[config.mk]
export PLATFORM = sky130hd
export DESIGN_NAME = interval_timer
export DESIGN_NICKNAME = d
export VERILOG_FILES = /design/src/interval_timer_pkg.sv /design/src/interval_timer.sv /design/src/rate_tick.sv
export SDC_FILE = /design/constraint.sdc
export NUM_CORES = 1
export LEC_CHECK = 0
export ABC_CLOCK_PERIOD_IN_PS = 1600
export CAP_MARGIN = 5
export CORE_MARGIN = 2
export CORE_UTILIZATION = 53
export CTS_CLUSTER_SIZE = 16
export DETAILED_ROUTE_END_ITERATION = 7
export DONT_BUFFER_PORTS = 1
export PLACE_DENSITY_LB_ADDON = 0.08
export SLEW_MARGIN = 20
export SYNTH_ARGS = -nofsm -noshare
export SYNTH_HDL_FRONTEND = slang
export SYNTH_SLANG_ARGS = --single-unit
export TNS_END_PERCENT = 50
[constraint.sdc]
create_clock -name aclk -period 1.6 [get_ports aclk]
set_input_delay 0.08 -clock aclk [delete_from_list [all_inputs] [get_ports aclk]]
set_output_delay 0.08 -clock aclk [all_outputs]
set_load 0.01 [all_outputs]
[src/interval_timer_pkg.sv]
`default_nettype none
package interval_timer_pkg;
   // ***************************************************
   // clock rates
   // ***************************************************
   localparam int AXI_CLK_MHZ   = 20;
   localparam int SYS_CLK_MHZ   = 8;
   localparam int INSTR_DIV     = 4;
   localparam int INSTR_CLK_MHZ = SYS_CLK_MHZ / INSTR_DIV;
   // ***************************************************
   // register byte offsets
   // ***************************************************
   localparam logic [7:0] CTRL_OFF   = 8'h00;
   localparam logic [7:0] CNT_HI_OFF = 8'h04;
   localparam logic [7:0] CNT_LO_OFF = 8'h08;
   localparam logic [7:0] FLAG_OFF   = 8'h0c;
   localparam logic [7:0] IEN_OFF    = 8'h10;
   localparam logic [7:0] ICTL_OFF   = 8'h14;
   // ***************************************************
   // field positions
   // ***************************************************
   localparam int RUN_BIT  = 0;
   localparam int CSEL_BIT = 1;
   localparam int DIV_LSB  = 4;
   localparam int DIV_MSB  = 5;
   localparam int FLAG_BIT = 0;
   localparam int IEN_BIT  = 0;
   localparam int PIE_BIT  = 6;
   localparam int GIE_BIT  = 7;
   // ***************************************************
   // reset values and limits
   // ***************************************************
   localparam logic [15:0] COUNT_RST = 16'h0000;
   localparam logic [15:0] COUNT_MAX = 16'hffff;
   localparam logic [15:0] COUNT_ONE = 16'h0001;
   localparam logic [2:0]  PRESC_RST = 3'h0;
   localparam logic [2:0]  PRESC_ONE = 3'h1;
   localparam logic [1:0]  RESP_OKAY   = 2'h0;
   localparam logic [1:0]  RESP_SLVERR = 2'h2;
   // ***************************************************
   // divider select
   // ***************************************************
   typedef enum logic [1:0] {
      DIV_1 = 2'b00,
      DIV_2 = 2'b01,
      DIV_4 = 2'b10,
      DIV_8 = 2'b11
   } div_sel_t;
   // last prescale count before a counter step
   function automatic logic [2:0] div_mask(input div_sel_t sel);
      case (sel)
         DIV_1:   div_mask = 3'h0;
         DIV_2:   div_mask = 3'h1;
         DIV_4:   div_mask = 3'h3;
         DIV_8:   div_mask = 3'h7;
         default: div_mask = 3'h0;
      endcase
   endfunction
endpackage
`default_nettype wire

[src/interval_timer.sv]
`timescale 1ns/1ns
`default_nettype none
module interval_timer #(
   parameter int ADDR_W = 8
) (
   // clock and reset
   input  wire logic              aclk,
   input  wire logic              aresetn,
   // axi4-lite write address
   input  wire logic [ADDR_W-1:0] s_axi_awaddr,
   input  wire logic              s_axi_awvalid,
   output logic                   s_axi_awready,
   // axi4-lite write data
   input  wire logic [31:0]       s_axi_wdata,
   input  wire logic [3:0]        s_axi_wstrb,
   input  wire logic              s_axi_wvalid,
   output logic                   s_axi_wready,
   // axi4-lite write response
   output logic [1:0]             s_axi_bresp,
   output logic                   s_axi_bvalid,
   input  wire logic              s_axi_bready,
   // axi4-lite read address
   input  wire logic [ADDR_W-1:0] s_axi_araddr,
   input  wire logic              s_axi_arvalid,
   output logic                   s_axi_arready,
   // axi4-lite read data
   output logic [31:0]            s_axi_rdata,
   output logic [1:0]             s_axi_rresp,
   output logic                   s_axi_rvalid,
   input  wire logic              s_axi_rready,
   // power state
   input  wire logic              sleep_mode,
   // interrupt
   output logic                   irq
);
   if (ADDR_W < 8 || ADDR_W > 32) begin : g_chk
      $error("interval_timer: ADDR_W must lie in 8..32");
   end

   typedef struct packed {
      interval_timer_pkg::div_sel_t div_sel;
      logic              clk_sel;
      logic              run;
      logic              gate;
      logic [2:0]        presc;
      logic [15:0]       count;
      logic              flag;
      logic              ien;
      logic              pie;
      logic              global_irq_enable;
      logic              aw_hold;
      logic [ADDR_W-1:0] awaddr;
      logic              w_hold;
      logic [7:0]        wdata;
      logic              wlane;
      logic              bvalid;
      logic [1:0]        bresp;
      logic              rvalid;
      logic [31:0]       rdata;
      logic [1:0]        rresp;
   } tmr_st_t;

   tmr_st_t     st_ff;
   tmr_st_t     nxt_st;
   logic        sys_tick;
   logic        instr_tick;
   logic        src_tick;
   logic        active;
   logic        step;
   logic        rollover;
   logic        do_wr;
   logic        cnt_wr;
   logic [7:0]  ctrl_word;
   logic [7:0]  rd_byte;
   logic        rd_hit;

   // word-aligned offset match
   function automatic logic hit(input logic [ADDR_W-1:0] a,
                                input logic [7:0] off);
      hit = ({a[ADDR_W-1:2], 2'b00} == ADDR_W'(off));
   endfunction

   // ***************************************************
   // counter clock sources
   // ***************************************************
   rate_tick #(
      .CLK_MHZ  (interval_timer_pkg::AXI_CLK_MHZ),
      .RATE_MHZ (interval_timer_pkg::SYS_CLK_MHZ)
   ) u_sys_tick (
      .aclk    (aclk),
      .aresetn (aresetn),
      .tick    (sys_tick)
   );

   rate_tick #(
      .CLK_MHZ  (interval_timer_pkg::AXI_CLK_MHZ),
      .RATE_MHZ (interval_timer_pkg::INSTR_CLK_MHZ)
   ) u_instr_tick (
      .aclk    (aclk),
      .aresetn (aresetn),
      .tick    (instr_tick)
   );

   assign src_tick = st_ff.clk_sel ? sys_tick : instr_tick;
   assign active   = st_ff.run & st_ff.gate & ~sleep_mode;
   assign step     = active & src_tick &
      (st_ff.presc == interval_timer_pkg::div_mask(st_ff.div_sel));
   assign rollover = step & (st_ff.count == interval_timer_pkg::COUNT_MAX);

   // ***************************************************
   // register read view
   // ***************************************************
   always_comb begin
      ctrl_word = 8'h00;
      ctrl_word[interval_timer_pkg::DIV_MSB:interval_timer_pkg::DIV_LSB] =
         st_ff.div_sel;
      ctrl_word[interval_timer_pkg::CSEL_BIT] = st_ff.clk_sel;
      ctrl_word[interval_timer_pkg::RUN_BIT]  = st_ff.run;
   end

   // divider state is deliberately not mapped
   always_comb begin
      rd_byte = 8'h00;
      rd_hit  = 1'b1;
      if (hit(s_axi_araddr, interval_timer_pkg::CTRL_OFF)) begin
         rd_byte = ctrl_word;
      end else if (hit(s_axi_araddr, interval_timer_pkg::CNT_HI_OFF)) begin
         rd_byte = st_ff.count[15:8];
      end else if (hit(s_axi_araddr, interval_timer_pkg::CNT_LO_OFF)) begin
         rd_byte = st_ff.count[7:0];
      end else if (hit(s_axi_araddr, interval_timer_pkg::FLAG_OFF)) begin
         rd_byte[interval_timer_pkg::FLAG_BIT] = st_ff.flag;
      end else if (hit(s_axi_araddr, interval_timer_pkg::IEN_OFF)) begin
         rd_byte[interval_timer_pkg::IEN_BIT] = st_ff.ien;
      end else if (hit(s_axi_araddr, interval_timer_pkg::ICTL_OFF)) begin
         rd_byte[interval_timer_pkg::PIE_BIT] = st_ff.pie;
         rd_byte[interval_timer_pkg::GIE_BIT] = st_ff.global_irq_enable;
      end else begin
         rd_hit = 1'b0;
      end
   end

   // ***************************************************
   // bus handshakes
   // ***************************************************
   assign s_axi_awready = ~st_ff.aw_hold & ~st_ff.bvalid;
   assign s_axi_wready  = ~st_ff.w_hold & ~st_ff.bvalid;
   assign s_axi_arready = ~st_ff.rvalid;
   assign do_wr  = st_ff.aw_hold & st_ff.w_hold;
   assign cnt_wr = do_wr & st_ff.wlane &
      (hit(st_ff.awaddr, interval_timer_pkg::CNT_HI_OFF) |
       hit(st_ff.awaddr, interval_timer_pkg::CNT_LO_OFF));

   // ***************************************************
   // next state
   // ***************************************************
   always_comb begin
      nxt_st = st_ff;
      // write channel capture
      if (s_axi_awvalid && s_axi_awready) begin
         nxt_st.aw_hold = 1'b1;
         nxt_st.awaddr  = s_axi_awaddr;
      end
      if (s_axi_wvalid && s_axi_wready) begin
         nxt_st.w_hold = 1'b1;
         nxt_st.wdata  = s_axi_wdata[7:0];
         nxt_st.wlane  = s_axi_wstrb[0];
      end
      if (st_ff.bvalid && s_axi_bready) begin
         nxt_st.bvalid = 1'b0;
      end
      // read channel
      if (st_ff.rvalid && s_axi_rready) begin
         nxt_st.rvalid = 1'b0;
      end
      if (s_axi_arvalid && s_axi_arready) begin
         nxt_st.rvalid = 1'b1;
         nxt_st.rdata  = {24'h000000, rd_byte};
         nxt_st.rresp  = rd_hit ? interval_timer_pkg::RESP_OKAY
                                : interval_timer_pkg::RESP_SLVERR;
      end
      // gate follows run one cycle late, drops the cycle after run is cleared
      nxt_st.gate = st_ff.run;
      // prescaler and count
      if (active && src_tick) begin
         if (step) begin
            nxt_st.presc = interval_timer_pkg::PRESC_RST;
            nxt_st.count = st_ff.count +
               interval_timer_pkg::COUNT_ONE;
         end else begin
            nxt_st.presc = st_ff.presc + interval_timer_pkg::PRESC_ONE;
         end
      end
      // register writes
      if (do_wr) begin
         nxt_st.aw_hold = 1'b0;
         nxt_st.w_hold  = 1'b0;
         nxt_st.bvalid  = 1'b1;
         nxt_st.bresp   = interval_timer_pkg::RESP_OKAY;
         if (hit(st_ff.awaddr, interval_timer_pkg::CTRL_OFF)) begin
            if (st_ff.wlane) begin
               nxt_st.div_sel = interval_timer_pkg::div_sel_t'(st_ff.wdata[
                  interval_timer_pkg::DIV_MSB:interval_timer_pkg::DIV_LSB]);
               nxt_st.clk_sel = st_ff.wdata[interval_timer_pkg::CSEL_BIT];
               nxt_st.run     = st_ff.wdata[interval_timer_pkg::RUN_BIT];
            end
         end else if (hit(st_ff.awaddr, interval_timer_pkg::CNT_HI_OFF)) begin
            if (st_ff.wlane) begin
               nxt_st.count[15:8] = st_ff.wdata;
               nxt_st.presc = interval_timer_pkg::PRESC_RST;
            end
         end else if (hit(st_ff.awaddr, interval_timer_pkg::CNT_LO_OFF)) begin
            if (st_ff.wlane) begin
               nxt_st.count[7:0] = st_ff.wdata;
               nxt_st.presc = interval_timer_pkg::PRESC_RST;
            end
         end else if (hit(st_ff.awaddr, interval_timer_pkg::FLAG_OFF)) begin
            if (st_ff.wlane && st_ff.wdata[interval_timer_pkg::FLAG_BIT]) begin
               nxt_st.flag = 1'b0;
            end
         end else if (hit(st_ff.awaddr, interval_timer_pkg::IEN_OFF)) begin
            if (st_ff.wlane) begin
               nxt_st.ien = st_ff.wdata[interval_timer_pkg::IEN_BIT];
            end
         end else if (hit(st_ff.awaddr, interval_timer_pkg::ICTL_OFF)) begin
            if (st_ff.wlane) begin
               nxt_st.pie = st_ff.wdata[interval_timer_pkg::PIE_BIT];
               nxt_st.global_irq_enable = st_ff.wdata[interval_timer_pkg::GIE_BIT];
            end
         end else begin
            nxt_st.bresp = interval_timer_pkg::RESP_SLVERR;
         end
      end
      // a wrap beats a clear in the same cycle
      if (rollover) begin
         nxt_st.flag = 1'b1;
      end
   end

   always_ff @(posedge aclk) begin
      if (!aresetn) begin
         st_ff <= '{div_sel: interval_timer_pkg::DIV_1,
                    count:   interval_timer_pkg::COUNT_RST,
                    presc:   interval_timer_pkg::PRESC_RST,
                    bresp:   interval_timer_pkg::RESP_OKAY,
                    rresp:   interval_timer_pkg::RESP_OKAY,
                    default: '0};
      end else begin
         st_ff <= nxt_st;
      end
   end

   // ***************************************************
   // outputs
   // ***************************************************
   assign s_axi_bvalid = st_ff.bvalid;
   assign s_axi_bresp  = st_ff.bresp;
   assign s_axi_rvalid = st_ff.rvalid;
   assign s_axi_rdata  = st_ff.rdata;
   assign s_axi_rresp  = st_ff.rresp;
   assign irq = st_ff.flag & st_ff.ien & st_ff.pie & st_ff.global_irq_enable &
                st_ff.run;

   // ***************************************************
   // checks
   // ***************************************************
   count_wrap_a: assert property (
      @(posedge aclk) disable iff (!aresetn)
      (rollover && !cnt_wr) |=>
         (st_ff.count == interval_timer_pkg::COUNT_RST) && st_ff.flag)
      else $error("wrap did not reach zero with flag set");

   div_step_a: assert property (
      @(posedge aclk) disable iff (!aresetn)
      (step && !cnt_wr) |=>
         st_ff.count == $past(st_ff.count) + interval_timer_pkg::COUNT_ONE)
      else $error("count did not step by one");

   presc_clear_a: assert property (
      @(posedge aclk) disable iff (!aresetn)
      cnt_wr |=> st_ff.presc == interval_timer_pkg::PRESC_RST)
      else $error("divider not cleared by count write");

   src_hold_a: assert property (
      @(posedge aclk) disable iff (!aresetn)
      (!src_tick && !cnt_wr) |=>
         $stable(st_ff.count) && $stable(st_ff.presc))
      else $error("count moved without a source tick");

   irq_gate_a: assert property (
      @(posedge aclk) disable iff (!aresetn)
      irq |-> st_ff.flag && st_ff.ien && st_ff.pie && st_ff.global_irq_enable &&
              st_ff.run)
      else $error("interrupt raised without all enables");

   sleep_freeze_a: assert property (
      @(posedge aclk) disable iff (!aresetn)
      (sleep_mode && !cnt_wr) |=> $stable(st_ff.count) && !$rose(st_ff.flag))
      else $error("timer moved during sleep");

   run_off_a: assert property (
      @(posedge aclk) disable iff (!aresetn)
      (!st_ff.run && !do_wr) |=> !st_ff.gate && $stable(st_ff.count))
      else $error("stopped timer still gated or counting");

   ctrl_zero_a: assert property (
      @(posedge aclk) disable iff (!aresetn)
      (s_axi_arvalid && s_axi_arready &&
       hit(s_axi_araddr, interval_timer_pkg::CTRL_OFF)) |=>
         (s_axi_rdata[7:6] == 2'b00) && (s_axi_rdata[3:2] == 2'b00))
      else $error("unimplemented control bits not zero");

   hi_load_a: assert property (
      @(posedge aclk) disable iff (!aresetn)
      (cnt_wr && hit(st_ff.awaddr, interval_timer_pkg::CNT_HI_OFF)) |=>
         st_ff.count[15:8] == $past(st_ff.wdata))
      else $error("high byte write not loaded");

   flag_stay_a: assert property (
      @(posedge aclk) disable iff (!aresetn)
      (st_ff.flag && !(do_wr &&
         hit(st_ff.awaddr, interval_timer_pkg::FLAG_OFF))) |=> st_ff.flag)
      else $error("flag cleared without software");

   bresp_hold_a: assert property (
      @(posedge aclk) disable iff (!aresetn)
      (s_axi_bvalid && !s_axi_bready) |=>
         s_axi_bvalid && $stable(s_axi_bresp))
      else $error("write response dropped before taken");
endmodule // interval_timer
`default_nettype wire

[src/rate_tick.sv]
`timescale 1ns/1ns
`default_nettype none
module rate_tick #(
   parameter int CLK_MHZ  = 20,
   parameter int RATE_MHZ = 8
) (
   // clock and reset
   input  wire logic aclk,
   input  wire logic aresetn,
   // one-cycle pulse at the rate
   output logic      tick
);
   localparam int ACC_W = $clog2(CLK_MHZ + RATE_MHZ + 1);
   localparam logic [ACC_W-1:0] CLK_V  = ACC_W'(CLK_MHZ);
   localparam logic [ACC_W-1:0] RATE_V = ACC_W'(RATE_MHZ);
   localparam logic [ACC_W-1:0] ACC_0  = '0;

   if (RATE_MHZ < 1 || RATE_MHZ > CLK_MHZ) begin : g_chk
      $error("rate_tick: rate must lie in 1..CLK_MHZ");
   end

   typedef struct packed {
      logic [ACC_W-1:0] acc;
      logic             tick;
   } tick_st_t;

   tick_st_t st_ff;
   tick_st_t nxt_st;
   logic [ACC_W-1:0] sum;

   // ***************************************************
   // fractional accumulator
   // ***************************************************
   always_comb begin
      nxt_st = st_ff;
      sum = st_ff.acc + RATE_V;
      if (sum >= CLK_V) begin
         nxt_st.acc  = sum - CLK_V;
         nxt_st.tick = 1'b1;
      end else begin
         nxt_st.acc  = sum;
         nxt_st.tick = 1'b0;
      end
   end

   always_ff @(posedge aclk) begin
      if (!aresetn) begin
         st_ff <= '{acc: ACC_0, tick: 1'b0};
      end else begin
         st_ff <= nxt_st;
      end
   end

   assign tick = st_ff.tick;
endmodule // rate_tick
`default_nettype wire

==> run_results.csv <==
group,metric,value,unit
setup_path,cp_data_arrival_time,2.06,ns
setup_path,reg2reg_to,"st_ff[63]",
logic_synthesis,async_flop_share,0,%
logic_synthesis,ys_ff_latch,66,
final_layout,fin_nets,548,
run_status,failed_checks,"negative setup slack",
logic_synthesis,synthFlopType,"dfxtp_1",
setup_path,cpMaxStageDelayCell,"dfxtp_4",
logic_synthesis,synth.distinct_cells,47,
global_routing,antenna_found_initial,0,
place,gp_congestion,0.849,
final_layout,syn2layout_area_growth,31.2,%
logic_synthesis,syn_inst,408,
logic_synthesis,netlist_top_cells_area,"dfxtp_1 (38%), buf_4 (7.8%), mux2i_1 (5.5%)",
setup_path,end_kind,"flop",
clocking,worstSkewPairLatency,0.35,ns
final_layout,drive_above_1_share,26.9,%
setup_path,r2r-start,"ctrl_word[5]",
power_and_ir_drop,powerDensity,810,nW/um2
clocking,cts_root_buffer,"clkbuf_8",
setup_path,cp.buffers_inverters,2,
setup_path,path_max_fanout,6,
clocking,cts_htree_levels,3,
timing,fin_worst_skew,0.00983,ns
drt,routed-via-count,3193,
floorplan,core-area,6350,um2
setup_path,cp.depth,7,
global_routing,track_usage,24.6,%
clocking,cts_sinks,66,
setup_path,path_cells,"or2_4, o21ai_4, buf_4, buf_6, o211ai_4, or3_1, a31oi_1",
global_routing,grt_max_degree,66,
power_and_ir_drop,power_frac_seq,48.7,%
run_status,status,"finished, violations left",
power_and_ir_drop,switching_power,0.975,mW
setup_path,required,1.88,ns
setup_path,r2r.worst_path.cells,7,
power_and_ir_drop,p_sw_share,26.4,%
hold_path,min_from,"s_axi_araddr[3]",
hold_path,hp-class,"in2reg",
setup_path,crit_family,"simple AND/OR/NAND/NOR gates",
setup_path,start_kind,"flop",
clocking,cts_made_buffers,9,
place,io_buffers,0,
setup_path,r2r_slack,-0.19,ns
power_and_ir_drop,power_frac_clock,37.3,%
power_and_ir_drop,p_leak,1.78,nW
global_routing,grt_pass1_vias,2999,
logic_synthesis,yosys.area.top_type,"dfxtp_1",
logic_synthesis,synth_edf_count,0,
drt,drtIter0Drc,215,
timing,final_max_slew_viol_count,0,
timing,rsz0062_at_grt,"true",
timing,hold_viol_final,0,
floorplan,start_util,54.8,%
floorplan,die_y,85.0,um
place,place_hpwl,5590,um
power_and_ir_drop,power.internal,2.72,mW
setup_path,crit_type,"reg2reg",
timing,clock.fmax,559,MHz
floorplan,rows,29,
global_routing,grt_pass1_wl,14000,um
hold_path,hold_depth,2,
clocking,cts.path.max_buffers,2,
floorplan,die-area,7230,um2
logic_synthesis,synth_seq_area_share,38.0,%
power_and_ir_drop,p_total,3.70,mW
floorplan,die_w,85.0,um
drt,dr.pass1.iters,4,
power_and_ir_drop,combPwrFrac,14.0,%
global_routing,grt_remaining_overflow,0,
clocking,cts_tree,"built",
final_layout,fillCellCount,505,
logic_synthesis,netlist_area,3480,um2
final_layout,antenna_cells,0,
timing,setup_viol,18,
hold_path,whs_endpoint,"s_axi_rdata[7]",
logic_synthesis,yosys_warnings,0,
drt,wl_per_cell,16.2,um
place,dp_slack,-0.281,ns
logic_synthesis,avgSynthCellArea,8.53,um2
timing,finalCriticalPeriod,1.79,ns
drt,drc,0,
logic_synthesis,netlist.area_leader.share,38.0,%
power_and_ir_drop,ir_drop,0.000642,V
drt,drt-total-wl,9060,um
setup_path,critPathMaxStageDelay,0.36,ns
drt,ant_nets,0,
drt,avgViaCountPerCell,5.69,
flow_run,drv_cap,0,
timing,timing.final.crit_share,112,%
floorplan,ios,102,
clocking,clkTransAtPathRegs,0.07,ns
timing,fin_ws,-0.189,ns
## final cells by class
cell class              count  area [um2]  share of cell area (%)
multi-input cells         306        2130                    46.6
flip-flops and latches     66        1340                    29.4
repair buffers             86         767                    16.8
clock buffers              10         138                    3.01
well taps                  77        96.3                    2.11
clock inverters             5        55.1                    1.21
inverters                  11        41.3                   0.904
## power groups by stage
stage | sequential (mW) | combinational [mW] | clock (mW)
5_1_grt | 1.81 | 0.578 | 1.48
3_5_place_dp | 1.84 | 0.430 | 0
2_1_floorplan | 1.82 | 0.422 | 0
6_report | 1.80 | 0.518 | 1.38
3_3_place_gp | 1.84 | 0.407 | 0
4_1_cts | 1.80 | 0.500 | 1.42
## state kept, by name (all words and copies together) (netlist names)
register	cells
s_axi_rdata	8
u_sys_tick.tick	1
s_axi_bvalid	1
s_axi_rvalid	1
ctrl_word	4
st_ff	41
u_instr_tick.st_ff	4
u_sys_tick.st_ff	3
s_axi_rresp	1
u_instr_tick.tick	1
s_axi_bresp	1
## through the flow
step | std cells | cell area (um2) | setup TNS (ns) | hold slack (ns) | util, %
after floorplan | 433 | 3620 | -0.836 | 0.218 | -
after global placement | 506 | 3740 | -2.42 | 0.203 | 58.9
after detailed placement | 506 | 3740 | -3.43 | 0.209 | 58.9
after CTS | 556 | 4370 | -1.31 | 0.0161 | 68.8
after global routing | 561 | 4570 | -3.41 | 0.0435 | 71.9
final | 561 | 4570 | -1.93 | 0.0245 | 71.9
## per-layer routing
layer	vias up	GRT usage (%)	wire length [um]
li1	1531	-	-
met1	1494	30.2	3910
met2	142	42.0	4310
met3	26	5.64	606
met4	0	8.66	231
met5	-	0	0
## cell families (layout without fill, tap and decap cells)
family / Yosys count / count (layout) / share of synthesized area [%]
flops: 66 / 66 / 38.0
xor+xnor: 8 / 8 / 2.01
compound gates: 90 / 93 / 16.9
fa+ha+maj: 8 / 8 / 2.88
simple gates: 149 / 149 / 22.9
other cells: 1 / 26 / 0.108
mux: 22 / 22 / 6.44
buf+inv: 64 / 112 / 10.8
## placed cells by master (no fill, tap or decap), types with 13 or more instances in the layout
| cell type | n |
|---|---|
| conb_1 | 26 |
| mux2i_1 | 19 |
| nand2_1 | 37 |
| o21ai_0 | 26 |
| nor2b_1 | 24 |
| dlygate4sd3_1 | 20 |
| buf_4 | 54 |
| nor2_1 | 19 |
| dfxtp_1 | 55 |
| nand3_1 | 13 |
## cell usage after synthesis, drive strengths merged (2+ instances only)
master	n
mux2	3
xor2	4
and2	11
xnor2	4
o21ai	29
mux2i	19
nor3	2
a221oi	4
o31ai	9
nand4	4
nand3	15
nand2b	5
o2111ai	2
a21oi	9
clkbuf	16
a22o	2
ha	8
nor4	4
or4	7
nor2	20
dfxtp	66
a32oi	2
nor2b	24
buf	37
inv	11
a21boi	13
a31oi	12
nand2	39
o21a	2
or2	3
or3	9
nor3b	3
## worst max path at each step
stage	from	end	slack, ns
finish	ctrl_word[5]	st_ff[63]	-0.19
detailed placement	ctrl_word[5]	st_ff[66]	-0.28
floorplan	ctrl_word[1]	st_ff[74]	-0.07
global placement	ctrl_word[5]	st_ff[69]	-0.21
CTS	ctrl_word[5]	st_ff[67]	-0.14
global route	ctrl_word[5]	st_ff[67]	-0.25
## what timing repair did
action | CTS | global route
setup endpoints to repair | 23 | 26
hold endpoints to repair | 66 | 0
buffers inserted | 12 | 5
cloned | 2 | 1
pin swaps | 30 | 24
hold buffers | 21 | 0
resized for setup | 23 | 35
(Power assumes the default switching activity.)
